--- config.mk ---
export PLATFORM = sky130hd
export DESIGN_NAME = lpw_ctrl_flat
export DESIGN_NICKNAME = d
export VERILOG_FILES = /design/src/rtl/lpw_pkg.sv /design/src/rtl/lpw_link_if.sv /design/src/rtl/lpw_sync2.sv /design/src/rtl/lpw_ctrl.sv /design/src/flat_wrapper.sv
export SDC_FILE = /design/constraint.sdc
export NUM_CORES = 1
export LEC_CHECK = 0
export BUFFER_PORTS_ARGS = -buffer_cell sky130_fd_sc_hd__buf_4
export CELL_PAD_IN_SITES_DETAIL_PLACEMENT = 0
export CELL_PAD_IN_SITES_GLOBAL_PLACEMENT = 1
export CORE_ASPECT_RATIO = 1.5
export CORE_UTILIZATION = 50
export DETAILED_ROUTE_END_ITERATION = 10
export PLACE_DENSITY_LB_ADDON = 0.15
export SYNTH_ARGS = -nofsm -noshare
export SYNTH_HDL_FRONTEND = slang
export SYNTH_HIERARCHICAL = 1
export SYNTH_SLANG_ARGS = --single-unit
--- constraint.sdc ---
create_clock -name clk_in -period 12 [get_ports clk_in]
set_input_delay 0.6 -clock clk_in [delete_from_list [all_inputs] [get_ports clk_in]]
set_output_delay 0.6 -clock clk_in [all_outputs]
set_load 0.01 [all_outputs]
--- src/rtl/lpw_pkg.sv ---
// Summary of operation
// - Halt write keeps bit clock, input data low
// - Halt takes effect right after write decode
// - Halt frame carries only command slots
// - Controller drives sync, output data low after
// - Only controller wakes link: cold or warm
// - Registers kept through power-down, except resets
// - Any reset-register write restores register defaults
// - Sync stays low four frames after halt
// - Ready flag is input slot 0 bit 15
// - Cold reset holds reset line low minimum time
// - Reset line low restarts clock, defaults registers
// - Reset line acts asynchronously, needs no clock
// - Warm reset: sync high 1 us, no clock
// - Sync sampled in frames, asynchronously when halted
// - Clock restarts only after sync seen low again
// - Frame starts on sync rise, sampled falling
package lpw_pkg;
  // clock and link timing
  localparam int CLK_NS         = 4;
  localparam int HALF_CLKS      = 8;
  localparam int WARM_NS        = 1000;
  localparam int WARM_CLKS      = (WARM_NS + CLK_NS - 1) / CLK_NS;
  localparam int WARM_MARGIN    = 8;
  localparam int WARM_HOLD      = WARM_CLKS + WARM_MARGIN;
  localparam int COLD_NS        = 1000;
  localparam int COLD_CLKS      = (COLD_NS + CLK_NS - 1) / CLK_NS;
  localparam int FRAME_NS       = 20834;
  localparam int QUIET_FRAMES   = 4;
  localparam int QUIET_CLKS     = (QUIET_FRAMES * FRAME_NS + CLK_NS - 1) / CLK_NS;
  localparam int READY_NS       = 2000;
  localparam int READY_CLKS     = (READY_NS + CLK_NS - 1) / CLK_NS;
  // frame layout: slot 0 plus command slots 1 and 2
  localparam logic [7:0] SYNC_LEN = 8'h10;
  localparam logic [7:0] CMD_LEN  = 8'h38;
  localparam int W_VALID        = 55;
  localparam int W_TAG1         = 54;
  localparam int W_TAG2         = 53;
  localparam int W_RW           = 39;
  localparam int W_IDX_LO       = 32;
  localparam int W_DATA_LO      = 4;
  // device register indexes and defaults
  localparam logic [6:0]  IDX_RESET   = 7'h00;
  localparam logic [6:0]  IDX_VOLUME  = 7'h02;
  localparam logic [6:0]  IDX_PWR     = 7'h26;
  localparam int          LINK_HALT_BIT = 12;
  localparam logic [15:0] VOL_RST     = 16'h8000;
  localparam logic [7:0]  PR_RST      = 8'h00;
  localparam logic [15:0] ID_CODE     = 16'h0000;
  // controller register offsets and fields
  localparam logic [7:0] OFS_CTRL   = 8'h00;
  localparam logic [7:0] OFS_CMD    = 8'h04;
  localparam logic [7:0] OFS_STATUS = 8'h08;
  localparam logic [7:0] OFS_RDATA  = 8'h0C;
  localparam int CTRL_COLD = 0;
  localparam int CTRL_WARM = 1;
  localparam int CMD_READ  = 23;
  // state encodings
  typedef enum logic [1:0] {C_RUN, C_HALT, C_WAKE, C_WAIT_LOW} lpw_cmode_t;
  typedef enum logic [2:0] {H_RUN, H_QUIET, H_HALTED, H_WARM, H_COLD} lpw_hmode_t;
endpackage

--- src/rtl/lpw_link_if.sv ---
`timescale 1ns/100ps
`default_nettype none
// serial link between codec and controller
interface lpw_link_if;
  logic bit_clk;   // codec-made bit clock
  logic sdata_in;  // codec to controller data
  logic sync;      // frame sync and warm wake
  logic sdata_out; // controller to codec data
  logic reset_n;   // cold reset, active low
  modport codec (output bit_clk, output sdata_in, input sync, input sdata_out, input reset_n);
  modport ctrl (input bit_clk, input sdata_in, output sync, output sdata_out, output reset_n);
endinterface
`default_nettype wire

--- src/rtl/lpw_sync2.sv ---
`timescale 1ns/100ps
`default_nettype none
// two-stage synchroniser; first stage feeds only the second
module lpw_sync2 #(
  parameter int W = 1
) (
  // clock, reset, enable
  input  wire logic         clk_in,
  input  wire logic         rst_in,
  input  wire logic         ce_in,
  // asynchronous in, synchronous out
  input  wire logic [W-1:0] d_in,
  output logic      [W-1:0] q_out
);
  logic [W-1:0] meta_reg; // metastable stage

  // both stages freeze with the clock enable
  always_ff @(posedge clk_in or posedge rst_in) begin
    if (rst_in) begin
      meta_reg <= '0;
      q_out    <= '0;
    end else if (ce_in) begin
      meta_reg <= d_in;
      q_out    <= meta_reg;
    end
  end
endmodule
`default_nettype wire

--- src/rtl/lpw_ctrl.sv ---
// The plain strobed port was decided locally.
`timescale 1ns/100ps
`default_nettype none
// controller end: frames commands, halts the link, wakes it
module lpw_ctrl #(
  parameter int QUIET = lpw_pkg::QUIET_CLKS // quiet time after halt
) (
  // clock, reset, enable
  input  wire logic        clk_in,
  input  wire logic        rst_in,
  input  wire logic        ce_in,
  // serial link
  lpw_link_if.ctrl         lnk,
  // software register port
  input  wire logic [7:0]  addr_in,
  input  wire logic [31:0] wdata_in,
  input  wire logic        wr_in,
  input  wire logic        rd_in,
  output logic      [31:0] rdata_out
);
  // all controller state
  typedef struct packed {
    lpw_pkg::lpw_hmode_t mode;      // link mode
    logic [7:0]          p;         // rising-edge count in frame
    logic                sync;      // sync drive
    logic                sdo;       // serial data drive
    logic                rst_n;     // reset line drive
    logic [15:0]         cnt;       // timed-phase counter
    logic                bclk_d;    // previous synced bit clock
    logic [54:0]         rx;        // incoming slot bits
    logic [55:0]         tx;        // outgoing slot shifter
    logic                ready;     // last codec-ready bit
    logic [22:0]         rdat;      // last read index and data
    logic                pend;      // command waiting
    logic [23:0]         pcmd;      // waiting command
    logic                halt_next; // halt after this frame's command slots
    logic                cold_req;  // cold wake asked
    logic                warm_req;  // warm wake asked
    logic [31:0]         rd_data;   // read data, one cycle late
  } lpw_hstate_t;

  lpw_hstate_t s_reg;  // registered state
  lpw_hstate_t s_next; // next state
  logic [1:0]  pin_s;  // synced {bit_clk, sdata_in}
  logic [7:0]  np;     // edge count after this rise
  logic [55:0] w;      // completed status word

  // bit clock and data arrive from the codec's timing
  lpw_sync2 #(.W(2)) u_sync (
    .clk_in (clk_in),
    .rst_in (rst_in),
    .ce_in  (ce_in),
    .d_in   ({lnk.bit_clk, lnk.sdata_in}),
    .q_out  (pin_s)
  );

  assign np = s_reg.p + 8'h01;
  assign w  = {s_reg.rx, pin_s[0]};

  // next-state logic
  always_comb begin
    s_next = s_reg;
    if (ce_in) begin
      s_next.bclk_d = pin_s[1];
      unique case (s_reg.mode)
        lpw_pkg::H_RUN: begin
          if (pin_s[1] && !s_reg.bclk_d) begin
            // rise: sync high for slot 0, data one bit behind
            s_next.p    = np;
            s_next.sync = (np < lpw_pkg::SYNC_LEN);
            s_next.sdo  = s_reg.tx[55];
            s_next.tx   = {s_reg.tx[54:0], 1'b0};
            if (np == 8'h00) begin
              if (s_reg.halt_next) begin
                // halted: both driven lines parked low
                s_next.mode = lpw_pkg::H_QUIET;
                s_next.sync = 1'b0;
                s_next.sdo  = 1'b0;
                s_next.cnt  = 16'h0000;
                s_next.ready = 1'b0;
                s_next.halt_next = 1'b0;
              end else begin
                // only slots 0..2 ever carry data
                s_next.tx = {s_reg.pend, s_reg.pend, s_reg.pend & ~s_reg.pcmd[lpw_pkg::CMD_READ], 13'h0000,
                             s_reg.pcmd[23:16], 12'h000, s_reg.pcmd[15:0], 4'h0};
                s_next.halt_next = s_reg.pend & ~s_reg.pcmd[lpw_pkg::CMD_READ] &
                                   (s_reg.pcmd[22:16] == lpw_pkg::IDX_PWR) &
                                   s_reg.pcmd[lpw_pkg::LINK_HALT_BIT];
                s_next.pend = 1'b0;
              end
            end
          end else if (!pin_s[1] && s_reg.bclk_d && s_reg.p != 8'h00 && s_reg.p <= lpw_pkg::CMD_LEN) begin
            // fall: capture codec bit p-1
            s_next.rx = {s_reg.rx[53:0], pin_s[0]};
            if (s_reg.p == lpw_pkg::CMD_LEN) begin
              s_next.ready = w[lpw_pkg::W_VALID];
              if (w[lpw_pkg::W_TAG2]) begin
                s_next.rdat = {w[lpw_pkg::W_IDX_LO +: 7], w[lpw_pkg::W_DATA_LO +: 16]};
              end
              if (s_reg.halt_next) begin
                // codec stops its clock on this bit, so no frame end ever follows
                s_next.mode      = lpw_pkg::H_QUIET;
                s_next.sync      = 1'b0;
                s_next.sdo       = 1'b0;
                s_next.cnt       = 16'h0000;
                s_next.ready     = 1'b0;
                s_next.halt_next = 1'b0;
              end
            end
          end
        end
        lpw_pkg::H_QUIET: begin
          // sync may not rise for four frame times
          if (s_reg.cnt == 16'(QUIET - 1)) begin
            s_next.mode = lpw_pkg::H_HALTED;
          end else begin
            s_next.cnt = s_reg.cnt + 16'h0001;
          end
        end
        lpw_pkg::H_HALTED: begin
          if (s_reg.warm_req) begin
            s_next.mode = lpw_pkg::H_WARM;
            s_next.sync = 1'b1;
            s_next.cnt  = 16'h0000;
            s_next.warm_req = 1'b0;
          end
        end
        lpw_pkg::H_WARM: begin
          // held past 1 us plus synchroniser slack
          if (s_reg.cnt == 16'(lpw_pkg::WARM_HOLD - 1)) begin
            s_next.mode = lpw_pkg::H_RUN;
            s_next.sync = 1'b0;
            s_next.p    = 8'hFF;
          end else begin
            s_next.cnt = s_reg.cnt + 16'h0001;
          end
        end
        lpw_pkg::H_COLD: begin
          if (s_reg.cnt == 16'(lpw_pkg::COLD_CLKS - 1)) begin
            s_next.mode  = lpw_pkg::H_RUN;
            s_next.rst_n = 1'b1;
            s_next.p     = 8'hFF;
          end else begin
            s_next.cnt = s_reg.cnt + 16'h0001;
          end
        end
      endcase
      // cold wake overrides any mode but H_COLD
      if (s_reg.cold_req && s_reg.mode != lpw_pkg::H_COLD) begin
        s_next.mode = lpw_pkg::H_COLD;
        s_next.rst_n = 1'b0;
        s_next.sync = 1'b0;
        s_next.sdo = 1'b0;
        s_next.cnt = 16'h0000;
        s_next.cold_req = 1'b0;
        s_next.warm_req = 1'b0;
        s_next.halt_next = 1'b0;
        s_next.tx = '0;
        s_next.ready = 1'b0;
      end
      // writes last, so a new request beats its own clearing
      if (wr_in && addr_in == lpw_pkg::OFS_CTRL) begin
        if (wdata_in[lpw_pkg::CTRL_COLD]) s_next.cold_req = 1'b1;
        if (wdata_in[lpw_pkg::CTRL_WARM]) s_next.warm_req = 1'b1;
      end
      if (wr_in && addr_in == lpw_pkg::OFS_CMD && !s_next.pend) begin
        s_next.pend = 1'b1;
        s_next.pcmd = wdata_in[23:0];
      end
      // read data for the following cycle
      s_next.rd_data = 32'h0000_0000;
      if (rd_in) begin
        unique case (addr_in)
          lpw_pkg::OFS_STATUS: s_next.rd_data = {26'h0, s_reg.warm_req, s_reg.cold_req, s_reg.pend,
                                                 s_reg.mode == lpw_pkg::H_QUIET,
                                                 s_reg.mode == lpw_pkg::H_HALTED, s_reg.ready};
          lpw_pkg::OFS_RDATA:  s_next.rd_data = {9'h000, s_reg.rdat};
          lpw_pkg::OFS_CMD:    s_next.rd_data = {8'h00, s_reg.pcmd};
          default:             s_next.rd_data = 32'h0000_0000;
        endcase
      end
    end
  end

  // state register; reset line low while this end resets
  always_ff @(posedge clk_in or posedge rst_in) begin
    if (rst_in) begin
      s_reg <= '{mode: lpw_pkg::H_COLD, p: 8'hFF, sync: 1'b0, sdo: 1'b0, rst_n: 1'b0,
                 cnt: 16'h0000, bclk_d: 1'b0, rx: '0, tx: '0, ready: 1'b0, rdat: '0,
                 pend: 1'b0, pcmd: '0, halt_next: 1'b0, cold_req: 1'b0, warm_req: 1'b0,
                 rd_data: 32'h0000_0000};
    end else begin
      s_reg <= s_next;
    end
  end

  // outputs from state
  assign lnk.sync      = s_reg.sync;
  assign lnk.sdata_out = s_reg.sdo;
  assign lnk.reset_n   = s_reg.rst_n;
  assign rdata_out     = s_reg.rd_data;
endmodule
`default_nettype wire

--- src/flat_wrapper.sv ---
// flat-port wrapper written by rule: the top's interface ports become plain ports
module lpw_ctrl_flat 
#(
  parameter int QUIET = lpw_pkg::QUIET_CLKS                         
)
  (clk_in, rst_in, ce_in, addr_in, wdata_in, wr_in, rd_in, rdata_out, lnk_bit_clk, lnk_sdata_in, lnk_sync, lnk_sdata_out, lnk_reset_n);
  lpw_link_if lnk_i ();
  input  wire logic clk_in;
  input  wire logic rst_in;
  input  wire logic ce_in;
  input  wire logic [7:0] addr_in;
  input  wire logic [31:0] wdata_in;
  input  wire logic wr_in;
  input  wire logic rd_in;
  output logic      [31:0] rdata_out;
  input wire logic [$bits(lnk_i.bit_clk)-1:0] lnk_bit_clk;
  input wire logic [$bits(lnk_i.sdata_in)-1:0] lnk_sdata_in;
  output wire logic [$bits(lnk_i.sync)-1:0] lnk_sync;
  output wire logic [$bits(lnk_i.sdata_out)-1:0] lnk_sdata_out;
  output wire logic [$bits(lnk_i.reset_n)-1:0] lnk_reset_n;
  assign lnk_i.bit_clk = lnk_bit_clk;
  assign lnk_i.sdata_in = lnk_sdata_in;
  assign lnk_sync = lnk_i.sync;
  assign lnk_sdata_out = lnk_i.sdata_out;
  assign lnk_reset_n = lnk_i.reset_n;
  lpw_ctrl #(.QUIET(QUIET)) u_core (.clk_in(clk_in), .rst_in(rst_in), .ce_in(ce_in), .lnk(lnk_i), .addr_in(addr_in), .wdata_in(wdata_in), .wr_in(wr_in), .rd_in(rd_in), .rdata_out(rdata_out));
endmodule
==> flow_metrics.tcl, run 1 <==
set metrics [dict create \
    root_buffer "clkbuf_16" \
    firstDrtPassIters 5 \
    maxSlewViolCount 0 \
    core_area_mm2 0.0198 \
    fin_worst_skew_ns 0.0144 \
    cts_sinks 221 \
    status "finished clean" \
    critPathMaxStageDelay_ns 0.89 \
    syn_inst 901 \
    async_flop_share_pct 100 \
    maxCapViolCount 0 \
    slew_headroom_pct 23.0 \
    cp.required_ns 12.44 \
    ys_ff_latch 221 \
    grt_max_degree 161 \
    dpl_worst_slack_ns 8.50 \
    dp_hpwl_um 14400 \
    antenna_found_initial 0 \
    cts_max_path_buffers 3 \
    vias 6829 \
    fin_area_mm2 0.0113 \
    num_io_pins 82 \
    cp_max_fo 28 \
    overflow 0 \
    fin_nets 967 \
    arrival_ns 3.62 \
    grt_pass1_wl_um 36000 \
    synth-edff-count 0 \
    gp_congestion 0.842 \
    holdCritPathClass "input pin to flop" \
    die_w_um 118 \
    grtUsageTotal_pct 21.4 \
    largest_reg_flops 190 \
    fill_cells 1744 \
    first_global_vias 7026 \
    rows 63 \
    synth.yosys.seq_area_share_pct 54.7 \
    synth_warnings 6 \
    final.setup.tns_ns 0 \
    utilization_pct 57.1 \
    crit_type "flop to flop" \
    clock_latency_ns 0.52 \
    hold_viol 0 \
    initial_utilization_pct 51.2 \
    use_met1_pct 28.9 \
    max_freq_mhz 314 \
    critPathLaunchType "flop" \
    vdd_drop_max_mv 0.129 \
    drt_wl_total_um 21700 \
    end_kind "flop" \
    path_cells "ha_1 -> a311oi_1 -> a31oi_1 -> and4bb_2 -> and3b_1 -> buf_4 -> nor2_2 -> a22o_1" \
    wl_per_cell_um 18.2 \
    pwr_density_cell_mw_per_mm2 153 \
    place_area_mm2 0.0105 \
    met2_usage_pct 35.4 \
    worst_slack_ns 8.82 \
    synth_ff_type "dfrtp_1" \
    drc 0 \
    die_h_um 176 \
    cts_buffers 22 \
    antenna_left 0 \
    setup_viol 0 \
    rsz0062_at_grt "no" \
    post_drt_via_cell_ratio 5.73 \
    initialDrtViolationCount 410 \
    cpMaxStageDelayCell "nor2_2" \
    avgSynthCellArea_um2 11.3 \
    cts_tree "built" \
    cts-htree-levels 1 \
    period_minus_slack_ns 3.18 \
    synthesis.area_mm2 0.0101 \
    area_growth_pct 11.4 \
    path_clk_slew_ns 0.06 \
    port_buffers 65 \
    synth_cell_types 73 \
    drive_gt1_share_pct 24.5 \
    grt_use_met3_pct 2.75 \
    antenna_cells 0 \
    timing.final.crit_share_pct 26.5 \
    gr-max-usage-layer "met2" \
    cts-resized-gates 0 \
    die_area_mm2 0.0209 \
    total_leakage_power_uw 0.00508 \
    worst_pin_slew_ns 1.15 \
]
kinds of logic (layout without fill, tap and decap cells):
logic type | Yosys count | after routing | synth area share, %
mux | 113 | 113 | 12.2
xor+xnor | 2 | 2 | 0.173
buf+inv | 126 | 149 | 6.64
flops | 221 | 221 | 54.7
other cells | 1 | 8 | 0.0370
fa+ha+maj | 5 | 5 | 0.617
simple gates | 211 | 211 | 10.5
compound gates | 222 | 222 | 15.2
worst paths after layout:
check | from | endpoint | slack [ns] | depth (start not counted)
setup / recovery | u_core/s_reg[215] | u_core/s_reg[136] | 8.82 | 8
hold / removal | wdata_in[13] | u_core/s_reg[48] | 0.31 | 2
setup reg to reg | u_core/s_reg[215] | u_core/s_reg[136] | 8.82 | 8
hold reg to reg | u_core/s_reg[98] | u_core/s_reg[98] | 0.48 | 2
max in group asynchronous | rst_in | u_core/s_reg[64] | 9.71 | 4
min in group asynchronous | rst_in | u_core/u_sync/meta_reg[1] | 0.57 | 3
cell usage in the layout, fill, tap and decap left out, types with 6 or more instances in the layout:
master and instances:
dfrtp_1 212, nand2_1 102, o21ai_0 86, mux2_2 85
buf_4 74, inv_1 33, a22o_1 28, mux2i_1 28
o22ai_1 23, clkbuf_16 22, nor2_1 21, a22oi_1 18
nand3_1 15, a21oi_1 12, and3_1 9, dfstp_2 9
conb_1 8, clkinv_2 7, nor2b_1 7, o31ai_1 7
nand2b_1 6
cells in the mapped netlist (all sizes together) (5+ instances only):
| master | number | area share [%] |
|---|---|---|
| and3 | 9 | 0.56 |
| buf | 59 | 4.1 |
| o41ai | 6 | 0.70 |
| dfstp | 9 | 2.3 |
| mux2i | 28 | 2.8 |
| nor4 | 5 | 0.31 |
| nor2 | 22 | 0.84 |
| a222oi | 5 | 0.49 |
| mux2 | 85 | 9.4 |
| o21ai | 88 | 4.3 |
| nand2b | 6 | 0.37 |
| nor2b | 7 | 0.43 |
| dfrtp | 212 | 52 |
| a31oi | 5 | 0.31 |
| a21oi | 12 | 0.59 |
| o31ai | 11 | 1.1 |
| a22o | 28 | 2.4 |
| nand3 | 15 | 0.74 |
| ha | 5 | 0.62 |
| o22ai | 23 | 1.4 |
| or3 | 5 | 0.36 |
| a22oi | 18 | 1.3 |
| inv | 34 | 1.3 |
| clkbuf | 33 | 1.3 |
| nor3 | 6 | 0.35 |
| nand2 | 102 | 3.8 |
worst max-delay path: cells and delay by family (launching register included):
family,cells,cell delay [ns]
flops,1,0.60
buf+inv,1,0.27
simple gates,3,1.40
fa+ha+maj,1,0.29
compound gates,3,0.53
per-layer routing:
metal	routed length [um]	share of wire, %
met3	758	3.5
met1	9770	45
met4	601	2.8
met2	10600	49
met5	0	0
layout make-up:
cell class / count / area [um^2] / area share (%)
clock inverter: 12 / 149 / 1.32
timing repair buffer: 75 / 566 / 5.00
clock buffer: 28 / 613 / 5.43
tap: 260 / 325 / 2.88
multi-input combinational: 561 / 3970 / 35.1
sequential: 221 / 5540 / 49.0
inverter: 34 / 135 / 1.20
repair_timing:
action | CTS | global route
buffers inserted | 0 | 0
endpoints found under the hold margin | 4 | 0
hold buffers | 1 | 0
through the flow:
step,hold slack (ns),cells,power (uW)
3_5_place_dp,0.470,1150,1030
6_report,0.315,1191,1730
3_3_place_gp,0.461,1150,1020
4_1_cts,0.299,1191,1760
5_1_grt,0.306,1191,1810
2_1_floorplan,0.366,908,983
power by group:
group          internal, uW  total, uW  switching, uW
Clock                   427        714            286
Sequential              779        820           40.4
Combinational          73.5        201            127
Total                  1280       1730            454
(Power assumes the default switching activity.)
==> run 2: changes to the inputs <==
--- a/config.mk
+++ b/config.mk
@@ -5,11 +5,12 @@
 export SDC_FILE = /design/constraint.sdc
 export NUM_CORES = 1
 export LEC_CHECK = 0
+export ABC_AREA = 1
 export BUFFER_PORTS_ARGS = -buffer_cell sky130_fd_sc_hd__buf_4
 export CELL_PAD_IN_SITES_DETAIL_PLACEMENT = 0
 export CELL_PAD_IN_SITES_GLOBAL_PLACEMENT = 1
 export CORE_ASPECT_RATIO = 1.5
-export CORE_UTILIZATION = 50
+export CORE_UTILIZATION = 45
 export DETAILED_ROUTE_END_ITERATION = 10
 export PLACE_DENSITY_LB_ADDON = 0.15
 export SYNTH_ARGS = -nofsm -noshare
==> constraint.sdc (replaced) <==
create_clock -name clk_in -period 3.2 [get_ports clk_in]
set_input_delay 0.16 -clock clk_in [delete_from_list [all_inputs] [get_ports clk_in]]
set_output_delay 0.16 -clock clk_in [all_outputs]
set_load 0.01 [all_outputs]
==> run 2 against run 1 <==
Against the previous run:
- critical path type unchanged
- critical path depth grew 3
- critical endpoint is now u_core/s_reg[88]
- utilization shrank 3.7 points
- synthesized cell count up 50%
- flip-flop and latch count stayed put
- via count increased by 29%
- sequential share of layout area down 4.4 points
==> flow_metrics.tcl, run 2 <==
set metrics [dict create \
    timing.final.crit_share_pct 78.2 \
    synth.yosys.seq_area_share_pct 51.5 \
    final.setup.tns_ns 0 \
    die_h_um 191 \
    arrival_ns 2.93 \
    yosysMostFrequentCell "nand2_1" \
    yosysTopAreaCellShare_pct 49.3 \
    largest_reg_flops 190 \
    first_global_vias 8588 \
    maxCapViolCount 0 \
    drive_gt1_share_pct 11.8 \
    synth_ff_type "dfrtp_1" \
    antenna_left 0 \
    async_flop_share_pct 100 \
    pwr-share-comb_pct 21.1 \
    cts_tree "built" \
    slew_headroom_pct 47.3 \
    rsz0062_at_grt "no" \
    core_area_mm2 0.0232 \
    port_buffers 65 \
    final_common_cell "nand2_1" \
    critPathLaunchType "flop" \
    initialDrtViolationCount 543 \
    grt_pass1_wl_um 43600 \
    gp_congestion 0.869 \
    vdd_drop_max_mv 0.379 \
    cp_common_cell "nand2_1" \
    cts-resized-gates 0 \
    final_cell_mix "536 x nand2_1, 212 x dfrtp_1, 110 x nand3_1" \
    clockPowerShare_pct 36.8 \
    status "finished clean" \
    maxSlewViolCount 0 \
    rows 68 \
    holdCritPathClass "input pin to flop" \
    path_cells "nor2_2 -> nand2_2 -> nand2_1 -> inv_1 -> nor2_1 -> nor2_2 -> nand2_1 -> inv_2 -> buf_12 -> nand2_1 -> o21ai_0" \
    area_growth_pct 15.3 \
    antenna_found_initial 0 \
    hold_viol 0 \
    post_drt_via_cell_ratio 5.04 \
    critPathMaxStageDelay_ns 0.44 \
    max_freq_mhz 400 \
    antenna_cells 0 \
    die_w_um 128 \
    utilization_pct 53.4 \
    cts_max_path_buffers 3 \
    grtUsageTotal_pct 22.3 \
    cts_buffers 23 \
    initial_utilization_pct 46.3 \
    path_clk_slew_ns 0.06 \
    p_sw_uw 2340 \
    synth-edff-count 0 \
    crit_type "flop to flop" \
    root_buffer "clkbuf_16" \
    cp_max_fo 55 \
    internal_power_uw 5030 \
    syn_inst 1356 \
    firstDrtPassIters 4 \
    die_area_mm2 0.0245 \
    period_minus_slack_ns 2.50 \
    drt_wl_total_um 26100 \
    end_kind "flop" \
    cts_hold_buf 33 \
    avgSynthCellArea_um2 7.93 \
    vias 8780 \
    num_io_pins 82 \
    synth_cell_types 50 \
    grt_max_degree 94 \
    switching_share_pct 31.7 \
    synth_common_cells "536 x nand2_1, 212 x dfrtp_1, 110 x nand3_1, 104 x inv_1, 65 x o21ai_0" \
    fin_nets 1462 \
    drc 0 \
    total_leakage_power_uw 0.00640 \
    fin_worst_skew_ns 0.0102 \
    worst_pin_slew_ns 0.789 \
    cts-htree-levels 1 \
    synth_warnings 6 \
    cp.required_ns 3.63 \
    yosys.area.top_type "dfrtp_1" \
    pwr_density_cell_mw_per_mm2 594 \
    overflow 0 \
    synth_top_cells_by_area "dfrtp_1 49%, nand2_1 19%, nand3_1 5.1%" \
    dp_hpwl_um 17100 \
    ys_ff_latch 221 \
    cpMaxStageDelayCell "dfrtp_1" \
    power_frac_seq_pct 42.1 \
    cts_setup_buffers 0 \
    wl_per_cell_um 15.0 \
    cts_sinks 221 \
    setup_viol 0 \
    clock_latency_ns 0.51 \
    synthesis.area_mm2 0.0108 \
]
run 2: per-stage QoR:
stage / hold WS [ns] / setup slack [ns] / power [uW] / instances / instance area [um^2]
after global routing: 0.119 / 0.475 / 7780 / 1741 / 12400
final: 0.0941 / 0.699 / 7370 / 1741 / 12400
after detailed placement: 0.0796 / 0.739 / 4680 / 1667 / 11300
after floorplan: -0.0739 / 0.221 / 4290 / 1363 / 10800
after CTS: 0.0824 / 0.701 / 7470 / 1741 / 12400
after global placement: 0.0794 / 0.746 / 4670 / 1667 / 11300
run 2: worst paths after layout:
path,end,slack [ns],startpoint,cells after the start
setup / recovery,u_core/s_reg[88],0.70,u_core/s_reg[223],11
hold / removal,u_core/s_reg[58],0.09,wr_in,5
setup reg to reg,u_core/s_reg[88],0.70,u_core/s_reg[223],11
hold reg to reg,u_core/s_reg[171],0.47,u_core/s_reg[171],2
max in group asynchronous,u_core/s_reg[45],2.20,rst_in,4
min in group asynchronous,u_core/u_sync/meta_reg[1],0.10,rst_in,3
run 2: worst max-delay path, delay by kind of cell (launching register included):
family | cells | cell delay (ns)
compound gates | 1 | 0.16
buf+inv | 3 | 0.54
flops | 1 | 0.44
simple gates | 7 | 1.25
run 2: per-layer routing:
metal  GRT usage, %  wire (um)  vias up
met4           6.97        669        0
met2           37.1      12600      158
met3           2.97       1020       44
met1           29.9      11800     4191
met5              0          0        -
li1               -          -     4387
run 2: logic make-up after synthesis:
family | after synthesis | share of synthesized area [%]
compound gates | 136 | 7.64
flops | 221 | 51.5
simple gates | 780 | 30.5
xor+xnor | 7 | 0.570
buf+inv | 206 | 9.13
other cells | 1 | 0.0349
fa+ha+maj | 5 | 0.581
run 2: final cells by class:
class,instances,area [um^2]
multi-input combinational,936,4270
fill,2302,10800
tap,315,394
inverter,113,428
clock inverter,10,114
timing repair buffer,115,1010
sequential,221,5540
clock buffer,31,656
run 2: power groups by stage:
stage	Clock (uW)	Combinational, uW	Sequential (uW)
5_1_grt	2910	1750	3120
2_1_floorplan	0	1160	3130
3_3_place_gp	0	1520	3150
3_5_place_dp	0	1520	3150
4_1_cts	2800	1560	3100
6_report	2710	1550	3100
